**src/core/sscf_pkg.sv**
```systemverilog
// package: offset, field positions, reset value and carriers for the system control fields
package sscf_pkg;
    localparam logic [7:0] SYS_CTRL_OFFSET = 8'h80;
    localparam logic [31:0] SYS_CTRL_RESET = 32'h0044_9060;
    localparam int PWR_IRQ_ROUTE_SEL_BIT = 26;
    localparam int PWR_IRQ_FLAG_BIT = 25;
    localparam int PWR_IRQ_MODE_EN_BIT = 24;
    localparam int PM_REV_SEL_BIT = 23;
    localparam int RSVD_TERM_DRIVE_LOW_BIT = 22;
    localparam int SUPPLY_PROTECT_DIS_BIT = 21;
    localparam int VIDEO_PORT_REDUCE_EN_BIT = 20;
    localparam int CARD_DMA_REQ_EN_BIT = 19;
    localparam int CARD_DMA_CHANNEL_LSB = 16;
    localparam int DOWNSTREAM_READ_BURST_EN_BIT = 15;
    localparam logic [31:0] FIELD_MASK = 32'h07ff_8000;
    localparam logic [2:0] DMA_CHAN_HOST_MASTER = 3'h4;

    // configuration access request
    typedef struct packed {
        logic wrEn;
        logic rdEn;
        logic [7:0] addr;
        logic [3:0] byteEn;
        logic [31:0] wrData;
    } sscf_cfg_req_t;

    // decoded controls steering neighbouring engines
    typedef struct packed {
        logic pmRev11;
        logic supplyProtectOn;
        logic dmaReqAllowed;
        logic dmaChannel16;
        logic [2:0] dmaChannel;
        logic dmaUnused;
        logic burstDownAllowed;
    } sscf_ctrl_t;
endpackage : sscf_pkg

```
**src/core/sscf_socket_system_control_fields.sv**
```systemverilog
// socket system control register, bits 26 down to 15
`timescale 1ns/1ps

module sscf_socket_system_control_fields (
    // clock and reset
    input wire logic clock,
    input wire logic nrst,
    // configuration access
    input wire sscf_pkg::sscf_cfg_req_t cfgReq,
    output logic [31:0] cfgRdData,
    // socket events
    input wire logic sockPowerWrite,
    input wire logic cardBusInserted,
    input wire logic cardDmaRequest,
    // interrupt outputs
    output logic pwrMgmtIrq,
    output logic legacyIrqLineTwo,
    output logic cardStatusChangeIrq,
    // card pin controls
    output logic [3:0] rsvdTermOut,
    output logic [3:0] rsvdTermOe,
    output logic addrHighFloat,
    output logic cardDmaReqOut,
    // decoded controls
    output sscf_pkg::sscf_ctrl_t ctrl
);

    ////////////////////////////////////////////////////////////////////////////
    logic rstMeta_q;
    logic rstSync_q;
    logic rstN;
    logic [31:0] reg_q;
    logic [31:0] reg_d;
    logic [31:0] byteMask;
    logic hit;
    logic irqPulse_q;
    logic pwrWriteEn;

    function automatic logic [31:0] lane_mask(input logic [3:0] be);
        return {{8{be[3]}}, {8{be[2]}}, {8{be[1]}}, {8{be[0]}}};
    endfunction : lane_mask

    always_ff @(posedge clock or negedge nrst) begin
        if (!nrst) begin
            rstMeta_q <= 1'b0;
            rstSync_q <= 1'b0;
        end else begin
            rstMeta_q <= 1'b1;
            rstSync_q <= rstMeta_q;
        end
    end
    assign rstN = rstSync_q;

    ////////////////////////////////////////////////////////////////////////////
    // register write path
    assign hit = cfgReq.addr == sscf_pkg::SYS_CTRL_OFFSET;
    assign byteMask = lane_mask(cfgReq.byteEn) & sscf_pkg::FIELD_MASK;
    assign pwrWriteEn = sockPowerWrite & reg_q[sscf_pkg::PWR_IRQ_MODE_EN_BIT];

    always_comb begin
        reg_d = reg_q;
        if (cfgReq.wrEn && hit) begin
            reg_d = (reg_q & ~byteMask) | (cfgReq.wrData & byteMask);
            reg_d[sscf_pkg::PWR_IRQ_FLAG_BIT] = reg_q[sscf_pkg::PWR_IRQ_FLAG_BIT]
                & ~(byteMask[sscf_pkg::PWR_IRQ_FLAG_BIT] & cfgReq.wrData[sscf_pkg::PWR_IRQ_FLAG_BIT]);
        end
        if (sockPowerWrite && reg_q[sscf_pkg::PWR_IRQ_MODE_EN_BIT]) begin
            reg_d[sscf_pkg::PWR_IRQ_FLAG_BIT] = 1'b1;
        end
    end

    always_ff @(posedge clock or negedge rstN) begin
        if (!rstN) begin
            reg_q <= sscf_pkg::SYS_CTRL_RESET & sscf_pkg::FIELD_MASK;
        end else begin
            reg_q <= reg_d;
        end
    end

    always_ff @(posedge clock or negedge rstN) begin
        if (!rstN) begin
            cfgRdData <= 32'h0000_0000;
        end else if (cfgReq.rdEn && hit) begin
            cfgRdData <= reg_q;
        end else begin
            cfgRdData <= 32'h0000_0000;
        end
    end

    ////////////////////////////////////////////////////////////////////////////
    // power-change interrupt
    always_ff @(posedge clock or negedge rstN) begin
        if (!rstN) begin
            irqPulse_q <= 1'b0;
        end else begin
            irqPulse_q <= sockPowerWrite & reg_q[sscf_pkg::PWR_IRQ_MODE_EN_BIT];
        end
    end
    assign pwrMgmtIrq = irqPulse_q;
    assign legacyIrqLineTwo = irqPulse_q & ~reg_q[sscf_pkg::PWR_IRQ_ROUTE_SEL_BIT];
    assign cardStatusChangeIrq = irqPulse_q & reg_q[sscf_pkg::PWR_IRQ_ROUTE_SEL_BIT];

    ////////////////////////////////////////////////////////////////////////////
    // pins and decoded controls
    assign rsvdTermOut = 4'h0;
    assign rsvdTermOe = {4{cardBusInserted & reg_q[sscf_pkg::RSVD_TERM_DRIVE_LOW_BIT]}};
    assign addrHighFloat = reg_q[sscf_pkg::VIDEO_PORT_REDUCE_EN_BIT];
    assign cardDmaReqOut = cardDmaRequest & reg_q[sscf_pkg::CARD_DMA_REQ_EN_BIT];
    assign ctrl.pmRev11 = reg_q[sscf_pkg::PM_REV_SEL_BIT];
    assign ctrl.supplyProtectOn = ~reg_q[sscf_pkg::SUPPLY_PROTECT_DIS_BIT];
    assign ctrl.dmaReqAllowed = reg_q[sscf_pkg::CARD_DMA_REQ_EN_BIT];
    assign ctrl.dmaChannel = reg_q[sscf_pkg::CARD_DMA_CHANNEL_LSB +: 3];
    assign ctrl.dmaChannel16 = reg_q[sscf_pkg::CARD_DMA_CHANNEL_LSB + 2]
        & (reg_q[sscf_pkg::CARD_DMA_CHANNEL_LSB +: 3] != sscf_pkg::DMA_CHAN_HOST_MASTER);
    assign ctrl.dmaUnused = reg_q[sscf_pkg::CARD_DMA_CHANNEL_LSB +: 3] == sscf_pkg::DMA_CHAN_HOST_MASTER;
    assign ctrl.burstDownAllowed = reg_q[sscf_pkg::DOWNSTREAM_READ_BURST_EN_BIT];
endmodule : sscf_socket_system_control_fields
```
**config.mk**
```make
export PLATFORM = sky130hd
export DESIGN_NAME = sscf_socket_system_control_fields
export DESIGN_NICKNAME = d
export VERILOG_FILES = /design/src/core/sscf_pkg.sv /design/src/core/sscf_socket_system_control_fields.sv
export SDC_FILE = /design/constraint.sdc
export NUM_CORES = 1
export LEC_CHECK = 0
export ABC_AREA = 1
export BUFFER_PORTS_ARGS = -buffer_cell sky130_fd_sc_hd__buf_4
export CAP_MARGIN = 0
export CORE_MARGIN = 3
export CORE_UTILIZATION = 44
export CTS_BUF_LIST = sky130_fd_sc_hd__clkbuf_4 sky130_fd_sc_hd__clkbuf_8
export DETAILED_ROUTE_END_ITERATION = 7
export GPL_TIMING_DRIVEN = 0
export PLACE_DENSITY = 0.87
export SYNTH_ARGS = -nofsm -noshare
export SYNTH_HDL_FRONTEND = slang
export SYNTH_SLANG_ARGS = --single-unit
```
**constraint.sdc**
```tcl
create_clock -name clock -period 2.1 [get_ports clock]
set_clock_uncertainty 0.15 [all_clocks]
set_input_delay 0.105 -clock clock [delete_from_list [all_inputs] [get_ports clock]]
set_output_delay 0.105 -clock clock [all_outputs]
set_load 0.03 [all_outputs]
```
==> summary.txt, run 1 <==
Status
  – Status: completed

Floorplanning
  – Overall die width: 62.4 um
  – Row count: 19
  – I/O Pins: 105
  – Core box area: 0.00290 mm^2
  – Die Area: 0.00389 mm^2
  – Starting Density: 0.482
  – Die H: 62.4 um

Global route
  – Number of antenna violations at the first check in global routing: 0
  – Total global-route track usage: 0.190
  – Largest net degree at the start of global routing: 26
  – First-pass GRT wire length: 5.94 mm
  – Total congestion overflow: 0
  – Vias in the first global route: 1306

Worst hold path
  – Hold crit path type: primary input to flop

CTS
  – Setup repair bufs after CTS: 0
  – Sink Count: 27
  – Clk pin slew, worst setup/hold paths: 0.14 ns
  – CTS buffer count: 3
  – Clock Latency Late Sink: 0.32 ns
  – CTS Root Cell: clkbuf_4
  – CTS tree: yes
  – Htree depth: 1
  – Clock buffer depth: 2

Setup path
  – Max incr delay on CP: 0.59 ns
  – Arr. time, crit path: 2.14 ns
  – Worst Path Max Fanout: 10
  – Crit path capture type: flop
  – CP required: 2.22 ns
  – CP dominant cell by count: dlygate4sd3_1
  – Crit Path Class: primary input to flop
  – Startpoint Class: primary input
  – Slowest CP cell: dlygate4sd3_1
  – CP Cell Sequence: buf_4 -> nor2_1 -> nand2_2 -> nor2_8 -> buf_6 -> nand4_1 -> dlygate4sd3_1 -> nand2_1 -> dlygate4sd3_1

Placement
  – Dpl ws: 0.892 ns
  – Placed inst area: 0.00197 mm^2
  – Dpl hpwl: 2.28 mm
  – Final RePlAce weighted congestion: 0.768
  – IO buf count: 58

Timing
  – RSZ-0062 raised after global routing: false
  – Final setup TNS: 0 ns
  – Final hold viol count: 0
  – Worst setup margin: 0.0765 ns
  – Worst rel slew slack: 0.356
  – Peak Freq: 0.494 GHz
  – Slew @ Worst Pin: 0.966 ns
  – Setup-failing EPs final: 0
  – Tmin final: 2.02 ns
  – Crit share post-route: 0.964
  – Fin. max-slew vios: 0

Yosys
  – Ys Warns: 0
  – Synth unique cells: 19
  – Cell Area, Synth: 0.00140 mm^2
  – Yosys top cell area share: 0.429
  – Mean Syn Cell Area: 9.20 um^2
  – Leading post-synthesis cells by cell area: dfrtp_1, buf_4, nand2_1, dfstp_2, inv_1
  – Dominant cell type by area after synthesis: dfrtp_1
  – Cell count after synthesis: 152
  – Sequential fraction of the synthesis area: 0.486
  – Register bit total from synthesis: 27

Layout
  – Layout Nets: 322
  – Antenna cells: 0
  – Most frequent cells in the layout: buf_4, dlygate4sd3_1, nand2_1
  – Commonest non-fill, non-tap cell in the layout: buf_4
  – Post-Layout Inst Area: 0.00233 mm^2
  – Area grow syn2layout: 66.8%
  – Fraction of layout cells with a size suffix above 1: 0.437

Route
  – Drt total wl: 3.60 mm
  – DR iter-0 viols: 51
  – DRC: 0
  – Mean routed wirelength per cell: 11.6 um
  – Antenna Nets Post-Route: 0
  – DR pass1 iterations: 4
  – Vias: 1346
  – DR vias/cell: 4.31

Power
  – Logic pwr share: 0.229
  – NetSw: 286 uW
  – Pwr Total: 1.02 mW
  – Peak supply drop: 0.243 mV
  – Clock power share: 0.227
  – Proportion of power drawn by flip-flops and latches: 0.544
  – Net Sw Frac: 0.281
  – Cell Int Power: 730 uW
  – Power per Cell Area: 435 mW/mm^2
  – P_leak: 1.30 nW

Job
  – Max_cap viols: 0
==> power groups by stage <==
| stage | clock network (mW) | logic [mW] | registers, mW |
|---|---|---|---|
| after global routing | 0.258 | 0.249 | 0.556 |
| final | 0.231 | 0.232 | 0.553 |
| after global placement | 0 | 0.196 | 0.562 |
| after CTS | 0.231 | 0.227 | 0.552 |
| after floorplan | 0 | 0.138 | 0.559 |
| after detailed placement | 0 | 0.198 | 0.562 |
==> path summary, 6_finish.rpt <==
check	start	to	slack [ns]	cells after the start
min in group asynchronous	rstN	reg_q[25]	0.26	0
setup reg to reg	flop	flop	0.63	3
setup / recovery	cfgReq[41]	flop	0.08	9
max in group asynchronous	rstN	cfgRdData[20]	0.96	0
hold / removal	cfgReq[45]	flop	0.02	4
hold reg to reg	rstMeta_q	rstN	0.22	0
==> through the flow <==
| step | instances | hold slack, ns | utilization |
|---|---|---|---|
| after floorplan | 175 | -0.341 | - |
| after global placement | 275 | -0.262 | 0.680 |
| after detailed placement | 275 | -0.262 | 0.680 |
| after CTS | 312 | 0.0155 | 0.805 |
| after global routing | 312 | 0.0359 | 0.805 |
| final | 312 | 0.0249 | 0.805 |
==> cell usage after synthesis, drive strengths merged <==
cell / count
a21oi: 1
buf: 37
conb: 2
dfrtp: 24
dfstp: 3
inv: 19
nand2: 32
nand3: 4
nand4: 11
nor2: 18
nor3: 1
==> cell families after synthesis <==
family,Yosys count,synth area share
other,2,0.00537
and+or+nand+nor,66,0.254
DFF,27,0.486
buffers and inverters,56,0.251
AOI/OAI and AO/OA,1,0.00357
==> what timing repair did <==
| action | CTS | global route |
|---|---|---|
| hold buffers | 33 | 0 |
| endpoints found under the setup margin | 0 | 0 |
| hold endpoints to repair | 17 | 0 |
| resized for setup | 0 | 0 |
==> final cells by class <==
type / instances / area [um^2]
fillers: 189 / 567
well taps: 42 / 52.6
flip-flops and latches: 27 / 679
repair buffers: 91 / 766
plain buffers: 37 / 280
clock buffers: 4 / 30.0
multi-input cells: 92 / 454
inverters: 19 / 71.3
==> worst max-delay path, delay by kind of cell <==
kind,cells,cell delay (ns)
simple gates,5,0.60
buf+inv,4,1.42
==> metal layers <==
metal | share of wire | vias to the layer above | wire length (um) | track usage
li1 | - | 641 | - | -
met1 | 0.38 | 619 | 1370 | 0.227
met2 | 0.52 | 80 | 1870 | 0.345
met3 | 0.087 | 6 | 312 | 0.0216
met4 | 0.015 | 0 | 54 | 0.0799
met5 | 0 | - | 0 | 0
Note: power is estimated with default switching activity, not from simulation.
==> inputs of run 2 (changes only) <==
Settings changed: CAP_MARGIN 0 to 10, CORE_MARGIN 3 to default, CORE_UTILIZATION 44 to 41, PLACE_DENSITY 0.87 to 0.82.
Clock period 2.1 ns to 2.3 ns, I/O delays scaled along.
==> summary.txt, run 2 (synthesis gave the netlist of run 1 again) <==
Floorplanning
  – Core box area: 0.00315 mm^2
  – Die Area: 0.00365 mm^2
  – I/O Pins: 105
  – Overall die width: 60.4 um
  – Die H: 60.4 um
  – Row count: 20
  – Starting Density: 0.444

CTS
  – Clk pin slew, worst setup/hold paths: 0.14 ns
  – Htree depth: 1
  – Setup repair bufs after CTS: 0
  – CTS Root Cell: clkbuf_4
  – Post-cts sizing count: 0
  – CTS buffer count: 3
  – Sink Count: 27
  – CTS tree: yes
  – Clock Latency Late Sink: 0.32 ns
  – Clock buffer depth: 2

Setup path
  – Slowest CP cell: dlygate4sd3_1
  – Setup crit start: cfgReq[45]
  – CP dominant cell by count: dlygate4sd3_1
  – CP required: 2.42 ns
  – Crit Path Class: primary input to flop
  – Worst path top cell family by delay: buffers and inverters
  – Worst Path Max Fanout: 15
  – Crit path capture type: flop
  – Arr. time, crit path: 2.23 ns
  – Startpoint Class: primary input
  – Max incr delay on CP: 0.58 ns
  – CP Cell Sequence: dlygate4sd3_1 -> buf_4 -> nand4_1 -> dlygate4sd3_1 -> nand2_1 -> dlygate4sd3_1
  – Bufs and invs on worst path: 4

Layout
  – Fraction of layout cells with a size suffix above 1: 0.440
  – Area grow syn2layout: 64.3%
  – Antenna cells: 0
  – Reg area: 679 um^2
  – Layout Nets: 318
  – Layout fillers: 233
  – Area of the multi-input gates: 454 um^2
  – Commonest non-fill, non-tap cell in the layout: buf_4
  – Non-Filler Instances: 310
  – Most frequent cells in the layout: buf_4, dlygate4sd3_1, nand2_1

Route
  – Antenna Nets Post-Route: 0
  – DRC: 0
  – DR iter-0 viols: 49
  – Mean routed wirelength per cell: 10.9 um
  – DR pass1 iterations: 5
  – DR vias/cell: 4.27
  – Drt total wl: 3.39 mm
  – Vias: 1323

Power
  – Proportion of power drawn by flip-flops and latches: 0.549
  – Cell Int Power: 651 uW
  – NetSw: 269 uW
  – P_leak: 1.28 nW
  – Clock power share: 0.221
  – Peak supply drop: 0.211 mV
  – Logic pwr share: 0.230
  – Power per Cell Area: 400 mW/mm^2
  – Net Sw Frac: 0.292

Timing
  – Setup-failing EPs final: 0
  – Worst setup margin: 0.190 ns
  – Slew @ Worst Pin: 0.967 ns
  – RSZ-0062 raised after global routing: false
  – Crit share post-route: 0.918
  – Worst rel slew slack: 0.355
  – Fin. max-slew vios: 0
  – Worst hold slack: 0.0116 ns
  – Final setup TNS: 0 ns
  – Final hold viol count: 0
  – Peak Freq: 0.474 GHz
  – Tmin final: 2.11 ns

Global route
  – Total congestion overflow: 0
  – Largest net degree at the start of global routing: 26
  – Vias in the first global route: 1296
  – First-pass GRT wire length: 5.38 mm
  – Number of antenna violations at the first check in global routing: 0
  – Total global-route track usage: 0.202

Placement
  – Dpl ws: 1.06 ns
  – # placed instances: 277
  – Final RePlAce weighted congestion: 0.787
  – Dpl hpwl: 2.14 mm
  – IO buf count: 58

Worst hold path
  – Hold crit path type: primary input to flop
  – Worst Hold Launch: cfgReq[34]

Status
  – Status: completed

Job
  – Max_cap viols: 0
## run 2: cell types whose count changed in the layout (fill, tap and decap cells not counted)
cell           delta
dlygate4sd3_1     -3
clkinv_2          +1
clkbuf_4          -1
buf_2             -1
## run 2: tightest hold or removal path, stage by stage
cell	delay, ns
buf_2	0.18
nand4_1	0.12
nand2_1	0.05
## run 2: layout make-up
cell class                 count  share of cell area
sequential                    27               0.296
buffer                        36               0.120
inverter                      19              0.0310
clock buffer                   3             0.00980
clock inverter                 1             0.00218
timing repair buffer          88               0.320
multi-input combinational     92               0.198
tap                           44              0.0240
## run 2: final timing paths
path	end	slack, ns	cells past startpoint
worst max register to register	flop	0.84	3
worst max-delay path	flop	0.19	6
worst min-delay path	flop	0.01	3
min in group asynchronous	async pin	0.26	0
worst min register to register	rstN	0.23	0
max in group asynchronous	cfgRdData[21]	1.16	0
## run 2: per-stage QoR
step / power (mW) / instance area (um^2) / util
global route: 0.962 / 2300 / 0.729
finish: 0.920 / 2300 / 0.729
floorplan: 0.636 / 1490 / -
detailed placement: 0.694 / 1980 / 0.627
CTS: 0.916 / 2300 / 0.731
global placement: 0.691 / 1980 / 0.627
## run 2: what timing repair did
item                                    CTS  global route
hold buffers                             30             0
endpoints found under the setup margin    0             1
endpoints found under the hold margin    17             0
## run 2: routing by layer
layer / track usage / share of wire / vias up
met1: 0.229 / 0.36 / 613
met2: 0.359 / 0.54 / 66
met3: 0.0256 / 0.068 / 10
li1: - / - / 634
met5: 0 / 0 / -
met4: 0.127 / 0.027 / 0
## run 2: power by group through the flow
| stage | clock, mW | sequential (mW) | combinational [mW] |
|---|---|---|---|
| floorplan | 0 | 0.510 | 0.126 |
| global placement | 0 | 0.512 | 0.179 |
| detailed placement | 0 | 0.513 | 0.181 |
| CTS | 0.206 | 0.504 | 0.207 |
| global route | 0.230 | 0.508 | 0.225 |
| finish | 0.203 | 0.505 | 0.211 |
==> inputs of run 3 (changes only) <==
Settings changed: ABC_AREA 1 to default, CORE_UTILIZATION 41 to 40.
==> summary.txt, run 3 <==
Power
  – P_leak: 1.17 nW
  – Peak supply drop: 0.205 mV
  – Power per Cell Area: 447 mW/mm^2
  – Pwr Total: 927 uW

Global route
  – Total congestion overflow: 0
  – Largest net degree at the start of global routing: 26
  – Vias in the first global route: 1008
  – Total global-route track usage: 0.199
  – Number of antenna violations at the first check in global routing: 0
  – First-pass GRT wire length: 4.84 mm

Timing
  – Worst setup margin: 0.633 ns
  – Setup-failing EPs final: 0
  – RSZ-0062 raised after global routing: false
  – Slew @ Worst Pin: 0.975 ns
  – Final setup TNS: 0 ns
  – Final hold viol count: 0
  – Worst hold slack: 0.0468 ns
  – Tmin final: 1.67 ns
  – Fin. max-slew vios: 0
  – Crit share post-route: 0.725
  – Worst rel slew slack: 0.350
  – Peak Freq: 0.600 GHz

Setup path
  – Arr. time, crit path: 1.40 ns
  – Slowest CP cell: dfstp_2
  – Worst path top cell family by delay: flip-flops
  – CP required: 2.04 ns
  – Startpoint Class: flop
  – Worst Path Max Fanout: 4
  – Crit path capture type: primary output
  – CP dominant cell by count: buf_4
  – Bufs and invs on worst path: 2
  – Crit Path Class: flop to primary output
  – CP Cell Sequence: and2_1 -> buf_4 -> buf_4
  – Max incr delay on CP: 0.56 ns

Layout
  – Commonest non-fill, non-tap cell in the layout: buf_4
  – Non-Filler Instances: 250
  – Area grow syn2layout: 60.8%
  – Layout Nets: 258
  – Reg area: 679 um^2
  – Layout fillers: 221
  – Fraction of layout cells with a size suffix above 1: 0.563
  – Area of the multi-input gates: 437 um^2
  – Antenna cells: 0
  – Most frequent cells in the layout: buf_4, conb_1, dfrtp_1

CTS
  – Post-cts sizing count: 0
  – Clock Latency Late Sink: 0.33 ns
  – Clk pin slew, worst setup/hold paths: 0.14 ns
  – CTS Root Cell: clkbuf_4
  – Clock buffer depth: 2
  – CTS tree: yes
  – CTS buffer count: 3
  – Htree depth: 1
  – Sink Count: 27

Yosys
  – Top_reg_cell synth: dfrtp_1
  – Top-count cell post-synth: buf_4
  – EDFF count, synth: 0
  – Ys Warns: 0
  – Sequential fraction of the synthesis area: 0.527
  – Post-synth ARST share: 1.00
  – Yosys top cell area share: 0.466
  – Synth unique cells: 20
  – Mean Syn Cell Area: 12.5 um^2
  – Cell count after synthesis: 103
  – Post-synth top cells: buf_4, dfrtp_1, and2_1
  – Register bit total from synthesis: 27
  – Leading post-synthesis cells by cell area: dfrtp_1, buf_4, mux2_2, and2_1, dfstp_2
  – Cell Area, Synth: 0.00129 mm^2
  – Dominant cell type by area after synthesis: dfrtp_1

Floorplanning
  – Core box area: 0.00305 mm^2
  – Row count: 20
  – I/O Pins: 105
  – Die H: 58.8 um
  – Overall die width: 58.8 um
  – Die Area: 0.00346 mm^2
  – Starting Density: 0.423

Route
  – Antenna Nets Post-Route: 0
  – DR vias/cell: 4.16
  – DR iter-0 viols: 23
  – Mean routed wirelength per cell: 13.3 um
  – Drt total wl: 3.31 mm
  – Vias: 1041
  – DR pass1 iterations: 5
  – DRC: 0

Status
  – Status: completed

Placement
  – Dpl ws: 0.723 ns
  – IO buf count: 59
  – Dpl hpwl: 2.07 mm
  – # placed instances: 229
  – Final RePlAce weighted congestion: 0.831

Job
  – Max_cap viols: 0

Worst hold path
  – Hold crit path type: primary input to flop
==> run 3: final cells by class <==
| cell class | instances | share of cell area |
|---|---|---|
| Sequential cell | 27 | 0.328 |
| Timing Repair Buffer | 76 | 0.296 |
| Multi-Input combinational cell | 63 | 0.210 |
| Clock buffer | 4 | 0.0145 |
| Inverter | 2 | 0.00362 |
| Buffer | 34 | 0.122 |
| Tap cell | 44 | 0.0265 |
==> run 3: cells by family after synthesis <==
group	share of synthesized area
AOI/OAI and AO/OA	0.0107
buffers and inverters	0.202
DFF	0.527
muxes	0.0960
other	0.00582
and+or+nand+nor	0.159
==> run 3: final timing paths <==
check,start,to,slack [ns],cells after the start
setup / recovery,flop,rsvdTermOe[2],0.63,3
hold / removal,cfgReq[44],cfgRdData[16],0.05,3
setup reg to reg,flop,reg_q[25],0.74,5
hold reg to reg,rstMeta_q,rstN,0.23,0
max in group asynchronous,rstN,pwrMgmtIrq,1.15,0
min in group asynchronous,rstN,async pin,0.26,0
==> run 3: where the power goes <==
part           leakage (nW)  switching, mW  internal (mW)
Sequential            0.360         0.0163          0.488
Combinational         0.796          0.101          0.104
Clock                0.0184          0.138         0.0799
==> run 3: worst reg2reg max path, delay by kind of cell, from the launching register on <==
kind,cells,cell delay [ns]
compound gates,1,0.16
buf+inv,2,0.67
flops,1,0.41
simple gates,2,0.12
==> run 3: per-stage QoR <==
stage / utilization / instance area (um^2)
final: 0.680 / 2070
after global routing: 0.680 / 2070
after CTS: 0.680 / 2070
after detailed placement: 0.614 / 1870
after global placement: 0.614 / 1870
after floorplan: - / 1380
==> run 3: per-layer routing <==
layer	GRT usage	wire length, um
met5	0	0
met4	0.177	156
met1	0.181	1080
met2	0.365	1870
met3	0.0440	217
==> run 3: repair_timing <==
action,CTS,global route
buffers inserted,0,0
endpoints found under the hold margin,15,0
hold buffers,17,0
